===== config.mk =====
export PLATFORM = sky130hd
export DESIGN_NAME = dio_wdog_regs
export DESIGN_NICKNAME = d
export VERILOG_FILES = /design/src/dio_wdog_regs.v /design/src/dio_port_timer.v
export VERILOG_INCLUDE_DIRS = /design/src
export SDC_FILE = /design/constraint.sdc
export NUM_CORES = 1
export LEC_CHECK = 0
export ABC_AREA = 1
export BUFFER_PORTS_ARGS = -buffer_cell sky130_fd_sc_hd__buf_2
export CORE_MARGIN = 2
export CORE_UTILIZATION = 45
export DETAILED_ROUTE_END_ITERATION = 6
export PLACE_DENSITY = 0.7
export SYNTH_ARGS = -nofsm -noshare
export SYNTH_HDL_FRONTEND = slang
export SYNTH_SLANG_ARGS = --single-unit

===== constraint.sdc =====
create_clock -name sys_clk -period 2.6 [get_ports sys_clk]
set_input_delay 0.13 -clock sys_clk [delete_from_list [all_inputs] [get_ports sys_clk]]
set_output_delay 0.13 -clock sys_clk [all_outputs]
set_load 0.01 [all_outputs]

===== src/dio_defs.vh =====
// named constants for the discrete i/o register bank and its port watchdogs
// assumes nothing; included by dio_port_timer.v and dio_wdog_regs.v
`ifndef DIO_DEFS_VH
`define DIO_DEFS_VH

// register spaces selected by reqSpace
`define DIO_SPACE_COIL 2'h0
`define DIO_SPACE_INSTAT 2'h1
`define DIO_SPACE_INREG 2'h2
`define DIO_SPACE_HOLD 2'h3

// channel and port geometry
`define DIO_NUM_CH 12
`define DIO_CH_PER_PORT 4
`define DIO_NUM_PORTS 3

// addresses inside each space
`define DIO_CH_FIRST 16'h0000
`define DIO_CH_LAST 16'h000b
`define DIO_INREG_STATUS 16'h0000
`define DIO_HOLD_WDT0 16'h0000
`define DIO_HOLD_WDT1 16'h0001
`define DIO_HOLD_WDT2 16'h0002
`define DIO_HOLD_TOS0 16'h0003
`define DIO_HOLD_TOS1 16'h0004
`define DIO_HOLD_TOS2 16'h0005

// reset values and special codes
`define DIO_COIL_RESET 12'h000
`define DIO_WDT_RESET 16'h0000
`define DIO_WDT_OFF_ZERO 16'h0000
`define DIO_WDT_OFF_ALL 16'hffff
`define DIO_TOS_RESET 16'hffff
`define DIO_TOS_KEEP 16'hffff
`define DIO_WORD_ZERO 16'h0000

// module status word fields
`define DIO_STAT_IDENT_BIT 14
`define DIO_STAT_DEFAULT_BIT 13
`define DIO_STAT_FAULT_LSB 0

// timing
`define DIO_CLK_PERIOD_NS 5
`define DIO_SECOND_NS 1000000000

`endif


===== src/dio_wdog_regs.v =====
// register bank of a twelve-channel discrete i/o module with port watchdogs
// assumes a register request port fed by the network side, one request at a
// time, and pins sampled synchronously to sys_clk
//
// Behaviour
// [RULE1] coil address n controls output channel n through bit n
// [RULE2] coil one turns the output on, zero turns it off
// [RULE3] unused coil word bits read back as zero
// [RULE4] reset clears all coils, outputs off, nothing kept across reset
// [RULE5] coil readback gives commanded gate drive, not the pin level
// [RULE6] input address n reports input channel n at bit n, read only
// [RULE7] input status reads one when the active-low input is low
// [RULE8] tandem variant reports the paired output pin level instead
// [RULE9] status bit 14 shows identify-blink mode
// [RULE10] status bit 13 shows default mode
// [RULE11] status bits 2..0 show pending watchdog fault per port
// [RULE12] status bits 15 and 12..3 read zero
// [RULE13] each port has its own watchdog time, 1 to 65534 seconds
// [RULE14] watchdog time 0 or 65535 disables that port timer
// [RULE15] timeout state low four bits drive port outputs on timeout
// [RULE16] timeout state 65535, the default, leaves outputs unchanged
// [RULE17] pending timeout cleared only by same-port channel access or reset
// [RULE18] holding register writes act immediately
// [RULE19] clearing a timeout keeps outputs at timeout values
// [RULE20] client toggles identify mode via an outside identify register
// [RULE21] seconds since last port access reach time, fault and apply state
`timescale 1ns/10ps
`default_nettype none
`include "dio_defs.vh"

module dio_wdog_regs #(
  parameter TANDEM = 1,
  parameter TICKS_PER_SEC = `DIO_SECOND_NS / `DIO_CLK_PERIOD_NS,
  parameter TICK_W = 28
) (
  // clock and reset
  input wire sys_clk,
  input wire reset_n,
  input wire swReset,
  // register request
  input wire reqValid,
  input wire reqWrite,
  input wire [1:0] reqSpace,
  input wire [15:0] reqAddr,
  input wire [15:0] reqWdata,
  // register answer
  output reg respValid,
  output reg respError,
  output reg [15:0] respData,
  // pins
  input wire [`DIO_NUM_CH-1:0] inPins,
  input wire [`DIO_NUM_CH-1:0] fbPins,
  output reg [`DIO_NUM_CH-1:0] gateDrive,
  // module mode levels
  input wire identifyBlink,
  input wire defaultMode,
  // fault flags
  output reg [`DIO_NUM_PORTS-1:0] portFault
);

  localparam [31:0] TICK_LAST_FULL = TICKS_PER_SEC - 1;
  localparam [TICK_W-1:0] TICK_LAST = TICK_LAST_FULL[TICK_W-1:0];
  localparam [TICK_W-1:0] TICK_ONE = {{(TICK_W-1){1'b0}}, 1'b1};

  // holding registers
  reg [15:0] wdTime0;
  reg [15:0] wdTime1;
  reg [15:0] wdTime2;
  reg [15:0] tosState0;
  reg [15:0] tosState1;
  reg [15:0] tosState2;

  // one-second timebase
  reg [TICK_W-1:0] tickCnt;
  reg secTick;

  // decode results
  reg [`DIO_NUM_PORTS-1:0] portHit;
  reg [15:0] next_respData;
  reg next_respError;
  reg [15:0] statusWord;
  reg [`DIO_NUM_CH-1:0] inStatus;

  wire [`DIO_NUM_PORTS-1:0] expire;
  wire reqChan;
  wire [3:0] reqBit;

  // port number owning a channel address
  function [1:0] portOf;
    input [15:0] addr;
    begin
      portOf = addr[3:2];
    end
  endfunction

  // channel address in range
  function chanOk;
    input [15:0] addr;
    begin
      chanOk = (addr >= `DIO_CH_FIRST) && (addr <= `DIO_CH_LAST);
    end
  endfunction

  // single bit of a channel word at its own position
  function [15:0] chanWord;
    input [`DIO_NUM_CH-1:0] bits;
    input [3:0] ch;
    begin
      chanWord = `DIO_WORD_ZERO;
      chanWord[ch] = bits[ch];
    end
  endfunction

  assign reqChan = chanOk(reqAddr);
  assign reqBit = reqAddr[3:0];

  // seconds timebase
  always @(posedge sys_clk or negedge reset_n) begin
    if (!reset_n) begin
      tickCnt <= {TICK_W{1'b0}};
      secTick <= 1'b0;
    end else if (swReset) begin
      tickCnt <= {TICK_W{1'b0}};
      secTick <= 1'b0;
    end else if (tickCnt >= TICK_LAST) begin
      tickCnt <= {TICK_W{1'b0}};
      secTick <= 1'b1;
    end else begin
      tickCnt <= tickCnt + TICK_ONE;
      secTick <= 1'b0;
    end
  end

  // input status source
  always @* begin
    // [RULE8] tandem feedback from output pins
    if (TANDEM != 0) begin
      inStatus = ~fbPins;
    end else begin
      // [RULE7] active-low inputs read one
      inStatus = ~inPins;
    end
  end

  // module status word
  always @* begin
    // [RULE12] unused bits stay zero
    statusWord = `DIO_WORD_ZERO;
    // [RULE9] identify-blink flag
    statusWord[`DIO_STAT_IDENT_BIT] = identifyBlink;
    // [RULE10] default mode flag
    statusWord[`DIO_STAT_DEFAULT_BIT] = defaultMode;
    // [RULE11] pending port faults
    statusWord[`DIO_STAT_FAULT_LSB +: `DIO_NUM_PORTS] = portFault;
  end

  // request decode
  always @* begin
    portHit = {`DIO_NUM_PORTS{1'b0}};
    next_respData = `DIO_WORD_ZERO;
    next_respError = 1'b0;
    if (reqValid) begin
      case (reqSpace)
        `DIO_SPACE_COIL: begin
          if (reqChan) begin
            portHit[portOf(reqAddr)] = 1'b1;
            // [RULE5] readback of commanded drive
            // [RULE3] other bits read zero
            if (!reqWrite) begin
              next_respData = chanWord(gateDrive, reqBit);
            end
          end else begin
            next_respError = 1'b1;
          end
        end
        `DIO_SPACE_INSTAT: begin
          // [RULE6] read-only input channels
          if (reqChan && !reqWrite) begin
            portHit[portOf(reqAddr)] = 1'b1;
            next_respData = chanWord(inStatus, reqBit);
          end else begin
            next_respError = 1'b1;
          end
        end
        `DIO_SPACE_INREG: begin
          if ((reqAddr == `DIO_INREG_STATUS) && !reqWrite) begin
            next_respData = statusWord;
          end else begin
            next_respError = 1'b1;
          end
        end
        `DIO_SPACE_HOLD: begin
          case (reqAddr)
            `DIO_HOLD_WDT0: next_respData = wdTime0;
            `DIO_HOLD_WDT1: next_respData = wdTime1;
            `DIO_HOLD_WDT2: next_respData = wdTime2;
            `DIO_HOLD_TOS0: next_respData = tosState0;
            `DIO_HOLD_TOS1: next_respData = tosState1;
            `DIO_HOLD_TOS2: next_respData = tosState2;
            default: next_respError = 1'b1;
          endcase
          if (reqWrite) begin
            next_respData = `DIO_WORD_ZERO;
          end
        end
        default: begin
          next_respError = 1'b1;
        end
      endcase
    end
  end

  // answer registers
  always @(posedge sys_clk or negedge reset_n) begin
    if (!reset_n) begin
      respValid <= 1'b0;
      respError <= 1'b0;
      respData <= `DIO_WORD_ZERO;
    end else if (swReset) begin
      respValid <= 1'b0;
      respError <= 1'b0;
      respData <= `DIO_WORD_ZERO;
    end else begin
      respValid <= reqValid;
      respError <= next_respError;
      respData <= next_respData;
    end
  end

  // holding register writes
  always @(posedge sys_clk or negedge reset_n) begin
    if (!reset_n) begin
      wdTime0 <= `DIO_WDT_RESET;
      wdTime1 <= `DIO_WDT_RESET;
      wdTime2 <= `DIO_WDT_RESET;
      tosState0 <= `DIO_TOS_RESET;
      tosState1 <= `DIO_TOS_RESET;
      tosState2 <= `DIO_TOS_RESET;
    end else if (swReset) begin
      wdTime0 <= `DIO_WDT_RESET;
      wdTime1 <= `DIO_WDT_RESET;
      wdTime2 <= `DIO_WDT_RESET;
      tosState0 <= `DIO_TOS_RESET;
      tosState1 <= `DIO_TOS_RESET;
      tosState2 <= `DIO_TOS_RESET;
    end else if (reqValid && reqWrite && (reqSpace == `DIO_SPACE_HOLD)) begin
      // [RULE18] stored value used next cycle
      // [RULE13] one time register per port
      case (reqAddr)
        `DIO_HOLD_WDT0: wdTime0 <= reqWdata;
        `DIO_HOLD_WDT1: wdTime1 <= reqWdata;
        `DIO_HOLD_WDT2: wdTime2 <= reqWdata;
        `DIO_HOLD_TOS0: tosState0 <= reqWdata;
        `DIO_HOLD_TOS1: tosState1 <= reqWdata;
        `DIO_HOLD_TOS2: tosState2 <= reqWdata;
        default: tosState2 <= tosState2;
      endcase
    end
  end

  // port watchdog timers
  dio_port_timer timer0 (
    .sys_clk(sys_clk),
    .reset_n(reset_n),
    .swReset(swReset),
    .secTick(secTick),
    .limit(wdTime0),
    .kick(portHit[0]),
    .hold(portFault[0]),
    .expire(expire[0])
  );

  dio_port_timer timer1 (
    .sys_clk(sys_clk),
    .reset_n(reset_n),
    .swReset(swReset),
    .secTick(secTick),
    .limit(wdTime1),
    .kick(portHit[1]),
    .hold(portFault[1]),
    .expire(expire[1])
  );

  dio_port_timer timer2 (
    .sys_clk(sys_clk),
    .reset_n(reset_n),
    .swReset(swReset),
    .secTick(secTick),
    .limit(wdTime2),
    .kick(portHit[2]),
    .hold(portFault[2]),
    .expire(expire[2])
  );

  // fault flags, a timeout beats a same-cycle clear
  always @(posedge sys_clk or negedge reset_n) begin
    if (!reset_n) begin
      portFault <= {`DIO_NUM_PORTS{1'b0}};
    end else if (swReset) begin
      portFault <= {`DIO_NUM_PORTS{1'b0}};
    end else begin
      // [RULE17] clear by port access only
      portFault <= expire | (portFault & ~portHit);
    end
  end

  // coil drive: client writes, then timeout states on top
  always @(posedge sys_clk or negedge reset_n) begin
    if (!reset_n) begin
      // [RULE4] all outputs off
      gateDrive <= `DIO_COIL_RESET;
    end else if (swReset) begin
      gateDrive <= `DIO_COIL_RESET;
    end else begin
      // [RULE1] bit n of the word at address n
      // [RULE2] one on, zero off
      if (reqValid && reqWrite && (reqSpace == `DIO_SPACE_COIL) && reqChan) begin
        gateDrive[reqBit] <= reqWdata[reqBit];
      end
      // [RULE15] apply timeout state bits
      // [RULE16] keep code leaves outputs
      // [RULE19] no restore on fault clear
      if (expire[0] && (tosState0 != `DIO_TOS_KEEP)) begin
        gateDrive[3:0] <= tosState0[3:0];
      end
      if (expire[1] && (tosState1 != `DIO_TOS_KEEP)) begin
        gateDrive[7:4] <= tosState1[3:0];
      end
      if (expire[2] && (tosState2 != `DIO_TOS_KEEP)) begin
        gateDrive[11:8] <= tosState2[3:0];
      end
    end
  end

endmodule
`default_nettype wire


===== src/dio_port_timer.v =====
// one port watchdog: counts seconds since the last access to its port
// assumes a one-cycle secTick per second and a kick on every port access
`timescale 1ns/10ps
`default_nettype none
`include "dio_defs.vh"

module dio_port_timer (
  // clock and reset
  input wire sys_clk,
  input wire reset_n,
  input wire swReset,
  // timebase and control
  input wire secTick,
  input wire [15:0] limit,
  input wire kick,
  input wire hold,
  // timeout event
  output reg expire
);

  reg [15:0] secCount;
  wire [16:0] nextCount;
  wire enabled;

  assign nextCount = {1'b0, secCount} + 17'h00001;
  // [RULE14] zero or all ones disable
  assign enabled = (limit != `DIO_WDT_OFF_ZERO) && (limit != `DIO_WDT_OFF_ALL);

  always @(posedge sys_clk or negedge reset_n) begin
    if (!reset_n) begin
      secCount <= `DIO_WORD_ZERO;
      expire <= 1'b0;
    end else if (swReset || kick || !enabled) begin
      secCount <= `DIO_WORD_ZERO;
      expire <= 1'b0;
    end else if (hold) begin
      expire <= 1'b0;
    end else if (secTick) begin
      // [RULE21] count reaches programmed time
      if (nextCount >= {1'b0, limit}) begin
        secCount <= `DIO_WORD_ZERO;
        expire <= 1'b1;
      end else begin
        secCount <= nextCount[15:0];
        expire <= 1'b0;
      end
    end else begin
      expire <= 1'b0;
    end
  end

endmodule
`default_nettype wire


==> out/qor.txt <==
Status = complete, but fails checks
Failing checks = setup timing
Top FF cell, synth = dfrtp_1
Min-Delay Endpoint = tosState2[0]
Asr flop ratio synth = 100%
DRC errors left = 0
Syn Nets = 2029
Tcrit/Tclk final = 100%
Post-DR wirelength/cell = 17.6 µm
Actual slew at the worst max-slew pin = 1.29 ns
Remaining antenna violation count = 0
Starting Density = 45.4%
Crit. Startpoint = timer0.secCount[0]
Vias/cell = 5.64
Largest area contributor in the netlist = dfrtp_1
Count of final setup violators = 4
Initial antenna violation count = 0
Area contributors post-synth = dfrtp_1 (29%), nand2_1 (13%), dfstp_2 (9.1%)
Routed WL = 43000 µm
Crit path buf inv count = 2
Req. time, crit path = 3.06 ns
Final hold violation count = 0
Worst Skew = 0.0224 ns
Reg2reg setup slack = -0.01 ns
Static Leak = 7.93 nW
Layout cells sized above 1 = 21.0%
Headroom to the max-slew limit = 13.9%
Clock Latency Late Sink = 0.54 ns
Number of top-level pins = 98
Critical register-to-register path endpoint = timer0.secCount[2]
Yosys top cell area share = 29.2%
Full die area = 32100 µm²
CTS tree = done
Setup Crit Path Kind = register to register
Final Slew Violations = 0
Number of synthesized register bits = 209
CP Launch Type = register
Worst path max stage delay = 0.37 ns
Worst flop-to-flop path startpoint = timer0.secCount[0]
Maxcap violations = 0
Final Worst Setup Slack = -0.0125 ns
Worst hold stages = 3
Final design utilization = 54.6%
Commonest non-fill, non-tap cell in the layout = nand2_1
DRT Pass-1 Iters = 6
Layout Cells excl Fill = 2447
Crit. End Element = register
Total number of vias = 13800
Filler cells = 2858
CTS max path bufs = 3
Total power = 0.00841 W
Unique cell type count in the Yosys netlist = 49
Syn avg cell area = 7.22 µm²
P per Cell Area = 506 nW/µm²
Worst Reg2Reg Path Length in Cells = 19
Placed Instances = 2368
Core ar. = 30400 µm²
DR iter-0 viols = 1462
Unrepaired setup endpoints after global routing = true
CP delay by family, top = simple AND/OR/NAND/NOR gates
Worst path arrival time = 3.07 ns
Syn Inst Count = 1912
Levels on crit path = 19
Crit path max fanout = 8
Nets = 2149
Most frequent cells in the layout = nand2_1 (461), inv_1 (201), nor2_1 (180), dfrtp_1 (159), nand4_1 (145)
Synth warnings = 0
Sink Count = 209
Seq/Total Area, Yosys = 38.3%
Area grow syn2layout = 20.4%
H-tree levels = 1
Tmin final = 2.61 ns
Cell Chain, Critical Path = ha_2, nand2_2, nor2_4, buf_4, nand3_1, xnor2_2, ha_1, nand2_1, nand2_1, nand2_1, nand2_1, a21oi_1, nand2_1, nand2_1, nand2_1, nand2_2, nand2_4, clkbuf_16, o21ai_2
Max stage delay cell, worst path = dfrtp_1
Row count = 64
RePlAce Congestion = 0.954
Largest net degree at the start of global routing = 74
Synthesized cell area = 13800 µm²
# diodes = 0
Min-delay src = reqWdata[0]
Port Buffers = 85
First-pass GRT wire length = 67400 µm
CTS Buf Count = 25
VDD IR-drop max = 523 µV
Grt total ovfl = 0
Post-synth EDFFs = 0
Number of global-route vias before repair = 12600
F_max = 0.383 GHz
HPWL Detailed = 31000 µm
Die W = 179 µm
Worst path most repeated cell = nand2_1
CTS Root Cell = clkbuf_16
Hold WC Path Type = input port to register
Fin Setup TNS = -0.0259 ns
Tot GR Track Use = 26.5%
Final hold slack = 0.0316 ns
Die height = 179 µm
Clock slew at reported path FFs = 0.07 ns
## how the worst max path moves through the flow
stage                          endpoint
detailed placement   timer0.secCount[5]
finish               timer0.secCount[2]
CTS                  timer1.secCount[7]
global route         timer0.secCount[2]
floorplan           timer0.secCount[10]
global placement     timer2.secCount[2]
## worst reg2reg max path: cells and delay by family (launching register included)
family	cells	cell delay, ns
AND/OR/NAND/NOR	12	0.94
adder cells (fa/ha/maj)	2	0.51
flip-flops	1	0.37
buffers and inverters	2	0.31
AO/OA/AOI/OAI	2	0.20
XOR/XNOR	1	0.18
## kinds of logic (layout without fill, tap and decap cells)
family          after synthesis  count (layout)  synth area share [%]
simple gates               1025            1025                  34.0
buf+inv                     300             439                  8.91
compound gates              276             276                  11.0
flops                       209             209                  38.3
fa+ha+maj                    52              52                  4.71
xor+xnor                     50              50                  3.17
## state kept, by name, summed over array words and instances (netlist names), 3 cells and up
name and count:
wdTime1 16, wdTime0 16, wdTime2 16, timer2.secCount 16, tosState1 16, tosState2 16, portFault 3, tickCnt 28
timer0.secCount 16, tosState0 16, respData 16, gateDrive 12, timer1.secCount 16
## Yosys cell counts (2+ instances only)
cell type and n:
nor3_1 51, nand2_2 6, and2_1 4, nor2_2 9
buf_6 4, o21ai_2 3, xnor2_1 14, nor3_2 2
ha_1 52, buf_4 8, nand4_1 145, clkinv_1 3
xor2_1 36, nor3b_1 4, a21oi_2 2, dfrtp_1 161
nand2_4 2, o211ai_1 7, o21ai_1 102, nor4_1 3
o22ai_1 10, nand3b_1 7, inv_2 18, a31oi_1 4
inv_1 207, nand3_4 3, clkbuf_1 25, a21oi_1 80
dfstp_2 48, nor2_8 2, nor2_4 7, nor2_1 199
or2_2 9, nand2_1 479, and3_1 3, o21bai_1 5
o21ai_0 56, o2111ai_4 2, nand3_1 87, buf_2 34
## power breakdown
group          internal (W)  leakage [nW]  switching, W
registers           0.00343          2.70      0.000128
clock network       0.00245         0.448       0.00147
logic              0.000292          4.78      0.000648
## metal layers
metal	GRT usage (%)	up-vias	wire length (µm)
met5	0	-	0
met4	7.02	0	1300
met3	2.82	102	3020
met2	42.0	570	19900
met1	38.5	6519	18700
li1	-	6604	-
## metrics by stage
step / setup WS, ns / area [µm²]
3_3_place_gp: 0.0507 / 14800
2_1_floorplan: 0.0453 / 13800
5_1_grt: -0.176 / 16600
4_1_cts: 0.00235 / 15900
6_report: -0.0125 / 16600
3_5_place_dp: -0.0367 / 14800
## final cells by class
class / instances / area, µm² / share of cell area, %
multi-input combinational: 1403 / 7860 / 47.3
sequential: 209 / 5290 / 31.8
timing repair buffer: 165 / 1200 / 7.22
inverter: 228 / 856 / 5.15
clock buffer: 33 / 718 / 4.32
tap: 396 / 495 / 2.98
clock inverter: 13 / 205 / 1.23
## timing repair
action | in CTS | in global routing
endpoints found under the hold margin | 114 | 0
gates cloned | 0 | 3
pin swaps | 1 | 89
gates resized for setup | 4 | 137
endpoints found under the setup margin | 47 | 51
buffers inserted | 1 | 9
hold buffers | 20 | 0
(Power assumes the default switching activity.)
